===== src/sld_pkg.sv =====
// Constants for the segment display driver: register map, fields, levels
//
// Summary of operation
// Up to 27 frontplanes and 4 backplanes
// Arrangements 26x4, 27x3 and 27x1 supported
// Shared pin is frontplane zero or backplane three
// Two enables hand port pins to frontplanes
// Fourteen data registers, two frontplanes each
// Segment bit one drives on, zero off
// Disabled: all outputs at supply level
// Disabled: ladder disconnect control asserted
// Static duty drives backplane zero only
// One-third duty drives backplanes zero to two
// Quarter duty drives all four backplanes
// Enabled: backplane waveforms repeat continuously
// Third bias: supply, two thirds, third, bias
// Contrast field sets bottom ladder level
// Base clock is divided reference clock
// All transitions timed by base clock
// Frame spans duty count of base periods
// Enable is read/write, cleared by reset
// Shared pin is backplane only in quarter duty
// One backplane phase per base period
// On segment sees full supply, off sees third
package sld_pkg;
  localparam logic [7:0] SLD_CTRL_OFF = 8'h00;
  localparam logic [7:0] SLD_CLK_OFF = 8'h04;
  localparam logic [7:0] SLD_CFG_OFF = 8'h08;
  localparam logic [7:0] SLD_STAT_OFF = 8'h0c;
  localparam logic [7:0] SLD_DATA_OFF = 8'h10;
  localparam int SLD_NUM_DATA = 14;
  localparam int SLD_NUM_FP = 27;
  localparam int SLD_NUM_BP = 4;
  localparam int SLD_CTRL_EN_BIT = 0;
  localparam int SLD_CTRL_CON_LSB = 4;
  localparam int SLD_CON_W = 4;
  localparam int SLD_CLK_DIV_LSB = 0;
  localparam int SLD_CLK_DUTY_LSB = 4;
  localparam int SLD_CFG_LOW_BIT = 0;
  localparam int SLD_CFG_HIGH_BIT = 1;
  localparam logic [31:0] SLD_CTRL_RST = 32'h0000_0000;
  localparam logic [31:0] SLD_CLK_RST = 32'h0000_0000;
  localparam logic [31:0] SLD_CFG_RST = 32'h0000_0000;
  localparam int SLD_PRE_W = 16;
  localparam logic [15:0] SLD_PRE_BASE = 16'h0080;
  typedef enum logic [1:0] {
    SLD_DUTY_STATIC = 2'b00,
    SLD_DUTY_THIRD = 2'b01,
    SLD_DUTY_QUARTER = 2'b10
  } sld_duty_type;
  // Drive level codes: supply, two thirds, one third, bias
  typedef enum logic [1:0] {
    SLD_LVL_VDD = 2'b00,
    SLD_LVL_V1 = 2'b01,
    SLD_LVL_V2 = 2'b10,
    SLD_LVL_V3 = 2'b11
  } sld_level_type;
endpackage


===== src/sld_base_clk.sv =====
// Waveform base clock divider: one-cycle tick per base period
`timescale 1ns/10ps
`default_nettype none
module sld_base_clk
  import sld_pkg::*;
(
  input wire logic core_clk,
  input wire logic resetn,
  input wire logic run,
  input wire logic [2:0] div_sel,
  output logic tick
);
  logic [SLD_PRE_W+7:0] cnt_ff;
  logic [SLD_PRE_W+7:0] nxt_cnt;
  logic [SLD_PRE_W+7:0] limit;
  logic nxt_tick;
  always_comb begin
    limit = ({8'h00, SLD_PRE_BASE} << div_sel) - 24'h000001;
    nxt_cnt = cnt_ff;
    nxt_tick = 1'b0;
    if (!run) begin
      nxt_cnt = '0;
    end else if (cnt_ff >= limit) begin
      nxt_cnt = '0;
      nxt_tick = 1'b1;
    end else begin
      nxt_cnt = cnt_ff + 24'h000001;
    end
  end
  always_ff @(posedge core_clk or negedge resetn) begin
    if (!resetn) begin
      cnt_ff <= '0;
      tick <= 1'b0;
    end else begin
      cnt_ff <= nxt_cnt;
      tick <= nxt_tick;
    end
  end
endmodule
`default_nettype wire


===== src/sld_phase_seq.sv =====
// Backplane phase sequencer and polarity toggle
`timescale 1ns/10ps
`default_nettype none
module sld_phase_seq
  import sld_pkg::*;
(
  input wire logic core_clk,
  input wire logic resetn,
  input wire logic run,
  input wire logic tick,
  input wire logic [1:0] duty,
  output logic [1:0] phase,
  output logic invert
);
  logic [1:0] nxt_phase;
  logic nxt_invert;
  logic [1:0] last;
  always_comb begin
    case (duty)
      SLD_DUTY_THIRD: last = 2'd2;
      SLD_DUTY_QUARTER: last = 2'd3;
      default: last = 2'd0;
    endcase
    nxt_phase = phase;
    nxt_invert = invert;
    if (!run) begin
      nxt_phase = 2'd0;
      nxt_invert = 1'b0;
    end else if (tick) begin
      if (phase >= last) begin
        nxt_phase = 2'd0;
        nxt_invert = ~invert;
      end else begin
        nxt_phase = phase + 2'd1;
      end
    end
  end
  always_ff @(posedge core_clk or negedge resetn) begin
    if (!resetn) begin
      phase <= 2'd0;
      invert <= 1'b0;
    end else begin
      phase <= nxt_phase;
      invert <= nxt_invert;
    end
  end
endmodule
`default_nettype wire


===== src/sld_top.sv =====
// Segment display driver: APB registers and plane level generation
`timescale 1ns/10ps
`default_nettype none
module sld_top
  import sld_pkg::*;
(
  input wire logic core_clk,
  input wire logic resetn,
  input wire logic psel,
  input wire logic penable,
  input wire logic pwrite,
  input wire logic [7:0] paddr,
  input wire logic [31:0] pwdata,
  output logic [31:0] prdata,
  output logic pready,
  output logic pslverr,
  output logic [2*SLD_NUM_BP-1:0] bp_level,
  output logic [2*SLD_NUM_FP-1:0] fp_level,
  output logic [7:0] port_pin_lcd_sel,
  output logic ladder_disconnect,
  output logic [SLD_CON_W-1:0] contrast_level
);
  logic display_drive_enable_ff;
  logic [SLD_CON_W-1:0] contrast_ff;
  logic [2:0] base_clock_divider_sel_ff;
  logic [1:0] duty_ff;
  logic low_shared_pin_enable_ff;
  logic high_shared_pin_enable_ff;
  logic [7:0] seg_ff [SLD_NUM_DATA];
  logic nxt_en;
  logic [SLD_CON_W-1:0] nxt_con;
  logic [2:0] nxt_div;
  logic [1:0] nxt_duty;
  logic nxt_low;
  logic nxt_high;
  logic [31:0] nxt_rdata;
  logic nxt_err;
  logic wr;
  logic rd;
  logic [5:0] widx;
  logic hit_data;
  logic tick;
  logic [1:0] phase;
  logic invert;
  logic [3:0] segs [SLD_NUM_FP];
  logic [2*SLD_NUM_BP-1:0] nxt_bp;
  logic [2*SLD_NUM_FP-1:0] nxt_fp;
  logic [3:0] bp_used;
  logic fp0_is_bp3;

  sld_base_clk u_base (
    .core_clk(core_clk),
    .resetn(resetn),
    .run(display_drive_enable_ff),
    .div_sel(base_clock_divider_sel_ff),
    .tick(tick)
  );
  sld_phase_seq u_seq (
    .core_clk(core_clk),
    .resetn(resetn),
    .run(display_drive_enable_ff),
    .tick(tick),
    .duty(duty_ff),
    .phase(phase),
    .invert(invert)
  );

  // Register access decode
  always_comb begin
    wr = psel && penable && pwrite;
    rd = psel && !penable && !pwrite;
    widx = 6'(paddr[7:2] - SLD_DATA_OFF[7:2]);
    hit_data = (paddr >= SLD_DATA_OFF) && (widx < 6'(SLD_NUM_DATA)) && (paddr[1:0] == 2'b00);
    nxt_en = display_drive_enable_ff;
    nxt_con = contrast_ff;
    nxt_div = base_clock_divider_sel_ff;
    nxt_duty = duty_ff;
    nxt_low = low_shared_pin_enable_ff;
    nxt_high = high_shared_pin_enable_ff;
    nxt_err = 1'b0;
    nxt_rdata = prdata;
    if (wr) begin
      case (paddr)
        SLD_CTRL_OFF: begin
          nxt_en = pwdata[SLD_CTRL_EN_BIT];
          nxt_con = pwdata[SLD_CTRL_CON_LSB +: SLD_CON_W];
        end
        SLD_CLK_OFF: begin
          nxt_div = pwdata[SLD_CLK_DIV_LSB +: 3];
          if (pwdata[SLD_CLK_DUTY_LSB +: 2] != 2'b11) begin
            nxt_duty = pwdata[SLD_CLK_DUTY_LSB +: 2];
          end
        end
        SLD_CFG_OFF: begin
          nxt_low = pwdata[SLD_CFG_LOW_BIT];
          nxt_high = pwdata[SLD_CFG_HIGH_BIT];
        end
        SLD_STAT_OFF: nxt_err = 1'b0;
        default: nxt_err = !hit_data;
      endcase
    end
    if (rd) begin
      nxt_rdata = 32'h0000_0000;
      case (paddr)
        SLD_CTRL_OFF: begin
          nxt_rdata[SLD_CTRL_EN_BIT] = display_drive_enable_ff;
          nxt_rdata[SLD_CTRL_CON_LSB +: SLD_CON_W] = contrast_ff;
        end
        SLD_CLK_OFF: begin
          nxt_rdata[SLD_CLK_DIV_LSB +: 3] = base_clock_divider_sel_ff;
          nxt_rdata[SLD_CLK_DUTY_LSB +: 2] = duty_ff;
        end
        SLD_CFG_OFF: begin
          nxt_rdata[SLD_CFG_LOW_BIT] = low_shared_pin_enable_ff;
          nxt_rdata[SLD_CFG_HIGH_BIT] = high_shared_pin_enable_ff;
        end
        SLD_STAT_OFF: nxt_rdata = {27'h0, invert, phase, tick, display_drive_enable_ff};
        default: begin
          if (hit_data) begin
            nxt_rdata = {24'h0, seg_ff[widx[3:0]]};
          end
        end
      endcase
    end
    // Flag an unmapped address in setup so pslverr stands through the access phase
    if (psel && !penable) begin
      nxt_err = !(hit_data || paddr == SLD_CTRL_OFF || paddr == SLD_CLK_OFF ||
        paddr == SLD_CFG_OFF || paddr == SLD_STAT_OFF);
    end
  end

  always_ff @(posedge core_clk or negedge resetn) begin
    if (!resetn) begin
      display_drive_enable_ff <= SLD_CTRL_RST[SLD_CTRL_EN_BIT];
      contrast_ff <= SLD_CTRL_RST[SLD_CTRL_CON_LSB +: SLD_CON_W];
      base_clock_divider_sel_ff <= SLD_CLK_RST[SLD_CLK_DIV_LSB +: 3];
      duty_ff <= SLD_CLK_RST[SLD_CLK_DUTY_LSB +: 2];
      low_shared_pin_enable_ff <= SLD_CFG_RST[SLD_CFG_LOW_BIT];
      high_shared_pin_enable_ff <= SLD_CFG_RST[SLD_CFG_HIGH_BIT];
      prdata <= 32'h0000_0000;
      pslverr <= 1'b0;
    end else begin
      display_drive_enable_ff <= nxt_en;
      contrast_ff <= nxt_con;
      base_clock_divider_sel_ff <= nxt_div;
      duty_ff <= nxt_duty;
      low_shared_pin_enable_ff <= nxt_low;
      high_shared_pin_enable_ff <= nxt_high;
      prdata <= nxt_rdata;
      pslverr <= (psel && !penable) ? nxt_err : (wr ? nxt_err : pslverr);
    end
  end

  // Access phase always completes in one cycle
  always_ff @(posedge core_clk or negedge resetn) begin
    if (!resetn) begin
      pready <= 1'b0;
    end else begin
      pready <= psel && !penable;
    end
  end

  // Segment data, two frontplanes per register, four backplanes each
  genvar g;
  generate
    for (g = 0; g < SLD_NUM_DATA; g++) begin : g_seg
      logic [7:0] nxt_seg;
      always_comb begin
        nxt_seg = seg_ff[g];
        if (wr && hit_data && widx == 6'(g)) begin
          nxt_seg = pwdata[7:0];
        end
      end
      always_ff @(posedge core_clk or negedge resetn) begin
        if (!resetn) begin
          seg_ff[g] <= 8'h00;
        end else begin
          seg_ff[g] <= nxt_seg;
        end
      end
    end
    for (g = 0; g < SLD_NUM_FP; g++) begin : g_map
      assign segs[g] = (g % 2 == 0) ? seg_ff[g/2][3:0] : seg_ff[g/2][7:4];
    end
  endgenerate

  // Level generation: selected backplane toggles VDD and bias, other used ones sit at thirds, unused ones at VDD
  always_comb begin
    fp0_is_bp3 = (duty_ff == SLD_DUTY_QUARTER);
    case (duty_ff)
      SLD_DUTY_THIRD: bp_used = 4'b0111;
      SLD_DUTY_QUARTER: bp_used = 4'b1111;
      default: bp_used = 4'b0001;
    endcase
    nxt_bp = '0;
    nxt_fp = '0;
    for (int b = 0; b < SLD_NUM_BP; b++) begin
      if (!display_drive_enable_ff) begin
        nxt_bp[2*b +: 2] = SLD_LVL_VDD;
      end else if (!bp_used[b]) begin
        nxt_bp[2*b +: 2] = SLD_LVL_VDD;
      end else if (duty_ff == SLD_DUTY_STATIC || phase == 2'(b)) begin
        nxt_bp[2*b +: 2] = invert ? SLD_LVL_V3 : SLD_LVL_VDD;
      end else begin
        nxt_bp[2*b +: 2] = invert ? SLD_LVL_V1 : SLD_LVL_V2;
      end
    end
    for (int f = 0; f < SLD_NUM_FP; f++) begin
      if (!display_drive_enable_ff) begin
        nxt_fp[2*f +: 2] = SLD_LVL_VDD;
      end else if (duty_ff == SLD_DUTY_STATIC) begin
        nxt_fp[2*f +: 2] = (segs[f][0] ^ invert) ? SLD_LVL_V3 : SLD_LVL_VDD;
      end else if (segs[f][phase]) begin
        nxt_fp[2*f +: 2] = invert ? SLD_LVL_VDD : SLD_LVL_V3;
      end else begin
        nxt_fp[2*f +: 2] = invert ? SLD_LVL_V2 : SLD_LVL_V1;
      end
    end
    if (fp0_is_bp3) begin
      nxt_fp[1:0] = nxt_bp[7:6];
    end
  end

  always_ff @(posedge core_clk or negedge resetn) begin
    if (!resetn) begin
      bp_level <= '0;
      fp_level <= '0;
      port_pin_lcd_sel <= 8'h00;
      ladder_disconnect <= 1'b1;
      contrast_level <= '0;
    end else begin
      bp_level <= nxt_bp;
      fp_level <= nxt_fp;
      port_pin_lcd_sel <= {{4{high_shared_pin_enable_ff}}, {4{low_shared_pin_enable_ff}}};
      ladder_disconnect <= !display_drive_enable_ff;
      contrast_level <= contrast_ff;
    end
  end
endmodule
`default_nettype wire


===== config.mk =====
export PLATFORM = sky130hd
export DESIGN_NAME = sld_top
export DESIGN_NICKNAME = d
export VERILOG_FILES = /design/src/sld_pkg.sv /design/src/sld_base_clk.sv /design/src/sld_phase_seq.sv /design/src/sld_top.sv
export SDC_FILE = /design/constraint.sdc
export NUM_CORES = 1
export LEC_CHECK = 0
export ABC_CLOCK_PERIOD_IN_PS = 4800
export BUFFER_PORTS_ARGS = -buffer_cell sky130_fd_sc_hd__buf_4
export CAP_MARGIN = 15
export CORE_UTILIZATION = 50
export CTS_CLUSTER_SIZE = 40
export DETAILED_ROUTE_END_ITERATION = 6
export PLACE_DENSITY = 0.82
export SYNTH_ARGS = -nofsm -noshare
export SYNTH_HDL_FRONTEND = slang
export SYNTH_HIERARCHICAL = 1
export SYNTH_SLANG_ARGS = --single-unit

===== constraint.sdc =====
create_clock -name core_clk -period 4.8 [get_ports core_clk]
set_input_delay 0.72 -clock core_clk [delete_from_list [all_inputs] [get_ports core_clk]]
set_output_delay 0.72 -clock core_clk [all_outputs]
set_load 0.02 [all_outputs]

==> out/metrics.yaml, run 1 <==
global_route:
  overflow: 0
  grt_busiest_layer: "met2"
  grt_util_all_layers: 0.229
  grt_pass1_vias: 7811
  met2_usage: 0.364
  grt_max_degree: 106
  use_met1: 0.316
  antenna_found_initial: 0
  grt_first_pass_wirelength_mm: 43.0
  grt_util_met3: 0.0482
worst_setup_path:
  reg2reg_depth: 10
  r2r_setup_slack_ns: 1.50
  path_max_fanout: 15
  cp.required_ns: 5.15
  timing.rr.end: "u_base/cnt_ff[11]$_DFF_PN0_"
  arrival_ns: 3.65
  r2r_start: "base_clock_divider_sel_ff[2]$_DFFE_PN0P_"
  path_common_cell: "ha_1"
  cp-start-kind: "register"
  crit_slowest_cell: "o221ai_2"
  critPathCaptureType: "register"
  cp_cell_sequence: "or3_1, ha_1, xor2_1, nor2_1, a21oi_1, ha_1, nand4bb_4, or3_4, o221ai_2, nor3_1"
  crit_type: "reg -> reg"
  critPathMaxStageDelay_ns: 0.59
finish:
  num_antenna_cells: 0
  area_growth_pct: 14.5
  instances_no_fill: 1356
  drive_above_1_share: 0.331
  nFillCells: 1809
  nNetsFinal: 1091
logic_synthesis:
  ys_seq_elements: 230
  yosysTopAreaCell: "dfrtp_1"
  syn_avg_cell_area_um2: 12.5
  async_flop_share: 1.00
  syn_area_um2: 11800
  synth.distinct_cells: 59
  synth_edf_count: 0
  postSynthCellCount: 944
  synth_top_area_share: 0.487
  synth.area.top_cells: "dfrtp_1, mux2_2, mux4_2"
  synth_seq_area_share: 0.489
  ys.flop_type: "dfrtp_1"
  yosysWarnings: 6
drt:
  dr.pass1.iters: 7
  via_per_inst: 5.74
  antenna_left: 0
  vias: 7787
  wl_per_cell_um: 19.6
  drt_wl_total_mm: 26.6
  drt_iter0_drc: 463
  route.detailed.drc: 0
clocking:
  post_cts_resize_count: 0
  clock-sinks: 230
  clkTransAtPathRegs_ns: 0.07
  cts_buffer_depth: 3
  cts_buffers: 23
  clockRootBuffer: "clkbuf_16"
  cts_tree: "built"
  clk_latency_ns: 0.52
  cts.htree.levels: 1
  holdBufCountCts: 0
  post_cts_buffers: 0
sta:
  tightest_slew_ns: 0.980
  timing.final.max_slew_violations: 0
  fin_crit_ns: 3.30
  fin_setup_tns_ns: 0
  fin_hold_ws_ns: 0.235
  clock.fmax_mhz: 303
  period_share: 0.688
  fin_worst_skew_ns: 0.0173
  grt_setup_unrepaired: "false"
  final_hold_viol_count: 0
  report.final.setup_viol: 0
  slew-limit-headroom: 0.347
floorplanning:
  core_area_um2: 22800
  dieArea_um2: 24200
  initial_core_util: 0.515
  io_pins: 154
  rows: 55
  die_w_um: 155
  die_h_um: 155
place:
  gp_congestion: 0.953
  dp_cells: 1314
  port_buffers: 105
  hpwlAfterDp_mm: 18.6
worst_hold_path:
  hp-class: "in -> async"
run_status:
  outcome: "complete, no violations"
job:
  maxCapViolCount: 0
power:
  leakage_nw: 6.23
  ir_worst_vdd_v: 0.000183
  p_per_area_nw_per_um2: 307
## power breakdown
part	total, mW	leakage [nW]	internal, mW	switching, mW
Clock	1.87	0.403	1.13	0.740
Combinational	0.266	2.65	0.0925	0.173
Sequential	2.00	3.17	1.97	0.0266
Total	4.14	6.23	3.20	0.940
## worst max-delay path, delay by kind of cell, from the launching register on
kind,cells,cell delay [ns]
DFF,1,0.47
xor gates and xnor gates,1,0.17
and+or+nand+nor,5,1.21
AOI/OAI and AO/OA,2,0.65
adders and majority gates,2,0.63
## placed cells by master, fill, tap and decap left out, types with 10 or more instances in the layout
cell type	netlist	routed
dfrtp_1	229	228
nand3_4	10	10
nand2b_1	31	31
nor3_1	22	22
nand3_1	12	12
nand2_1	50	50
inv_1	14	14
o21ai_0	39	39
nor2_1	53	53
conb_1	2	33
a21oi_1	14	14
mux2i_1	53	53
mux2_2	124	124
buf_4	31	114
clkbuf_16	0	23
mux4_2	44	44
xnor2_1	38	38
ha_1	20	19
## sequential cells by signal, summed over array words and instances, names as in the netlist
register	flops
fp_level	54
prdata	8
contrast_level	4
seg_ff	112
pready	1
low_shared_pin_enable_ff	1
duty_ff	2
high_shared_pin_enable_ff	1
port_pin_lcd_sel	2
contrast_ff	4
base_clock_divider_sel_ff	3
display_drive_enable_ff	1
u_base/cnt_ff	24
u_seq/phase	2
u_seq/invert	1
ladder_disconnect	1
u_base/tick	1
pslverr	1
bp_level	7
## routing by layer
metal,wire length (µm),share of wire
met1,11500,0.43
met2,12500,0.47
met3,1990,0.075
met4,629,0.024
met5,0,0
## cell usage after synthesis (3+ instances only)
cell type  number
buf_4          31
o211ai_1        4
inv_1          14
a211oi_1        8
nand4_2         3
or3_1           4
a22oi_1         3
mux2_2        124
mux4_2         44
nand2b_1       31
o31ai_1         3
o22ai_1         8
nor2b_1         4
and3_1          5
nand3_1        12
ha_1           20
mux2_1          5
nor3_1         22
xnor2_1        38
o21a_1          3
buf_1           3
clkbuf_1       41
nor2_1         53
a21oi_1        14
nor4_1          7
mux2i_1        53
nand2_1        50
dfrtp_1       229
nand4_1         8
nand3_4        10
o21ai_0        39
buf_2          12
xor2_1          7
## area by class of cell
type                            count  area, µm²  share of cell area
Multi-Input combinational cell    641       5600               0.415
Timing Repair Buffer              115        871              0.0646
Clock buffer                       31        666              0.0494
Clock inverter                     11        138              0.0102
Sequential cell                   230       5760               0.427
Tap cell                          313        392              0.0291
Inverter                           15       56.3             0.00418
## logic make-up (layout without fill, tap and decap cells)
group                      Yosys count  after routing  share of synthesized area
buffers and inverters              104            172                     0.0456
AOI/OAI and AO/OA                   93             93                     0.0479
xor gates and xnor gates            45             45                     0.0335
muxes                              226            226                      0.253
and+or+nand+nor                    224            224                      0.110
DFF                                230            230                      0.489
adders and majority gates           20             20                     0.0213
other                                2             33                   0.000638
## through the flow
step | power [mW] | setup slack, ns | area [µm²] | utilization
finish | 4.14 | 1.50 | 13500 | 0.590
global route | 4.27 | 1.31 | 13500 | 0.590
global placement | 2.29 | 1.48 | 12700 | 0.555
CTS | 4.16 | 1.53 | 13500 | 0.590
floorplan | 2.20 | 1.68 | 11900 | -
detailed placement | 2.30 | 1.45 | 12700 | 0.555
## worst max path at each step
stage                                              from                     endpoint  slack, ns
3_5_place_dp                                   paddr[4]        prdata[4]$_DFFE_PN0P_       1.45
5_1_grt        base_clock_divider_sel_ff[2]$_DFFE_PN0P_        u_base/tick$_DFF_PN0_       1.31
6_report       base_clock_divider_sel_ff[2]$_DFFE_PN0P_  u_base/cnt_ff[11]$_DFF_PN0_       1.50
4_1_cts        base_clock_divider_sel_ff[2]$_DFFE_PN0P_        u_base/tick$_DFF_PN0_       1.53
3_3_place_gp                                   paddr[4]        prdata[4]$_DFFE_PN0P_       1.48
2_1_floorplan                                  paddr[4]        prdata[4]$_DFFE_PN0P_       1.68
Power figures use the tool's default switching activity.
==> inputs of run 2 (changes only) <==
--- a/config.mk
+++ b/config.mk
@@ -5,7 +5,7 @@
 export SDC_FILE = /design/constraint.sdc
 export NUM_CORES = 1
 export LEC_CHECK = 0
-export ABC_CLOCK_PERIOD_IN_PS = 4800
+export ABC_CLOCK_PERIOD_IN_PS = 3400
 export BUFFER_PORTS_ARGS = -buffer_cell sky130_fd_sc_hd__buf_4
 export CAP_MARGIN = 15
 export CORE_UTILIZATION = 50
==> constraint.sdc (replaced) <==
create_clock -name core_clk -period 3.4 [get_ports core_clk]
set_input_delay 0.51 -clock core_clk [delete_from_list [all_inputs] [get_ports core_clk]]
set_output_delay 0.51 -clock core_clk [all_outputs]
set_load 0.02 [all_outputs]
==> run 2 against run 1 <==
  * Flip-flop and latch count stayed put
  * Core utilization is 0.55 points higher
  * Final cell count is 0.52% higher
  * Register-to-register slack worse by 1.3 ns
  * Routed wire length is 4.0% higher
  * Combinational power is 47% higher
  * Critical endpoint is now u_base/cnt_ff[14]$_DFF_PN0_
  * Highest routed layer unchanged
==> out/metrics.yaml, run 2 (synthesis results as in run 1) <==
run_status:
  outcome: "complete, no violations"
clocking:
  cts_buffers: 23
  clock-sinks: 230
  clk_latency_ns: 0.51
  clockRootBuffer: "clkbuf_16"
  post_cts_resize_count: 0
  cts.htree.levels: 1
  cts_buffer_depth: 3
  cts_tree: "built"
  clkTransAtPathRegs_ns: 0.06
  post_cts_buffers: 0
  holdBufCountCts: 0
drt:
  drt_wl_total_mm: 27.7
  wl_per_cell_um: 20.3
  dr.pass1.iters: 4
  route.detailed.drc: 0
  vias: 7833
  drt_iter0_drc: 557
  via_per_inst: 5.75
  antenna_left: 0
sta:
  clock.fmax_mhz: 317
  fin_hold_ws_ns: 0.0462
  final_hold_viol_count: 0
  fin_crit_ns: 3.16
  grt_setup_unrepaired: "false"
  slew-limit-headroom: 0.216
  fin_ws_ns: 0.243
  fin_worst_skew_ns: 0.00825
  fin_setup_tns_ns: 0
  period_share: 0.928
  report.final.setup_viol: 0
  timing.final.max_slew_violations: 0
  tightest_slew_ns: 1.17
global_route:
  overflow: 0
  grt_pass1_vias: 8007
  grt_max_degree: 112
  antenna_found_initial: 0
  grt_first_pass_wirelength_mm: 44.5
  grt_util_all_layers: 0.238
worst_setup_path:
  crit_type: "reg -> reg"
  cp-start-kind: "register"
  timing.rr.end: "u_base/cnt_ff[14]$_DFF_PN0_"
  arrival_ns: 3.53
  cp.required_ns: 3.77
  path_max_fanout: 15
  reg2reg_depth: 11
  r2r_setup_slack_ns: 0.24
  critPathCaptureType: "register"
  r2r_start: "base_clock_divider_sel_ff[2]$_DFFE_PN0P_"
floorplanning:
  die_w_um: 155
  core_area_um2: 22800
  dieArea_um2: 24200
  initial_core_util: 0.515
  die_h_um: 155
  io_pins: 154
  rows: 55
finish:
  final_cell_mix: "dfrtp_1, mux2_2, buf_4"
  reg_top3: "seg_ff (112), fp_level (54), u_base/cnt_ff (24)"
  area_growth_pct: 15.6
  num_antenna_cells: 0
  largest_register_ffs: 112
  nFillCells: 1777
  drive_above_1_share: 0.331
  final-seq-area_um2: 5760
  final_cell_area_um2: 13600
  multi_input_area_um2: 5600
  post-route-util: 0.596
  nNetsFinal: 1099
  instances_no_fill: 1363
  top_register: "seg_ff"
  final_common_cell: "dfrtp_1"
power:
  p_per_area_nw_per_um2: 433
  ir_worst_vdd_v: 0.000259
  leakage_nw: 6.27
  total_power_mw: 5.89
worst_hold_path:
  hp-class: "in -> async"
place:
  dp_cells: 1322
  gp_congestion: 0.895
  post_dp_cell_area_um2: 12800
  hpwlAfterDp_mm: 19.1
  dp_slack_ns: 0.0238
  port_buffers: 105
job:
  maxCapViolCount: 0
run 2: cell types whose count changed in the layout (fill, tap and decap cells not counted):
cell,change
buf_12,+5
buf_4,+3
clkbuf_1,+4
clkbuf_8,+2
clkinv_2,-6
inv_6,-1
run 2: critical path, cell delays in order, from the launching register on:
cell	delay, ns
dfrtp_1	0.45
or3_1	0.44
ha_1	0.30
xor2_1	0.17
nor2_1	0.13
a21oi_1	0.09
ha_1	0.38
nand4bb_4	0.14
or3_4	0.42
o221ai_2	0.18
buf_4	0.24
nor3_1	0.08
run 2: per-layer routing:
metal  GRT usage  up-vias  routed length [µm]
met2       0.380      343               13000
li1            -     3509                   -
met3      0.0468       65                2120
met4      0.0845        0                 859
met1       0.326     3916               11700
met5           0        -                   0
run 2: how the worst max path moves through the flow:
stage	depth (start not counted)	startpoint	end
final	11	base_clock_divider_sel_ff[2]$_DFFE_PN0P_	u_base/cnt_ff[14]$_DFF_PN0_
after global routing	11	base_clock_divider_sel_ff[2]$_DFFE_PN0P_	u_base/cnt_ff[4]$_DFF_PN0_
after CTS	11	base_clock_divider_sel_ff[2]$_DFFE_PN0P_	u_base/cnt_ff[14]$_DFF_PN0_
after detailed placement	8	paddr[5]	seg_ff[17]$_DFFE_PN0P_
after global placement	8	paddr[4]	seg_ff[20]$_DFFE_PN0P_
after floorplan	9	paddr[4]	prdata[4]$_DFFE_PN0P_
run 2: area by class of cell:
| cell class | count | area share |
|---|---|---|
| Clock buffer | 37 | 0.0521 |
| Tap cell | 313 | 0.0288 |
| Clock inverter | 4 | 0.00727 |
| Sequential cell | 230 | 0.423 |
| Multi-Input combinational cell | 641 | 0.412 |
| Timing Repair Buffer | 123 | 0.0730 |
| Inverter | 15 | 0.00414 |
run 2: power by group:
part	switching (mW)	internal (mW)
registers	0.0384	2.78
clock network	1.03	1.65
logic	0.252	0.139
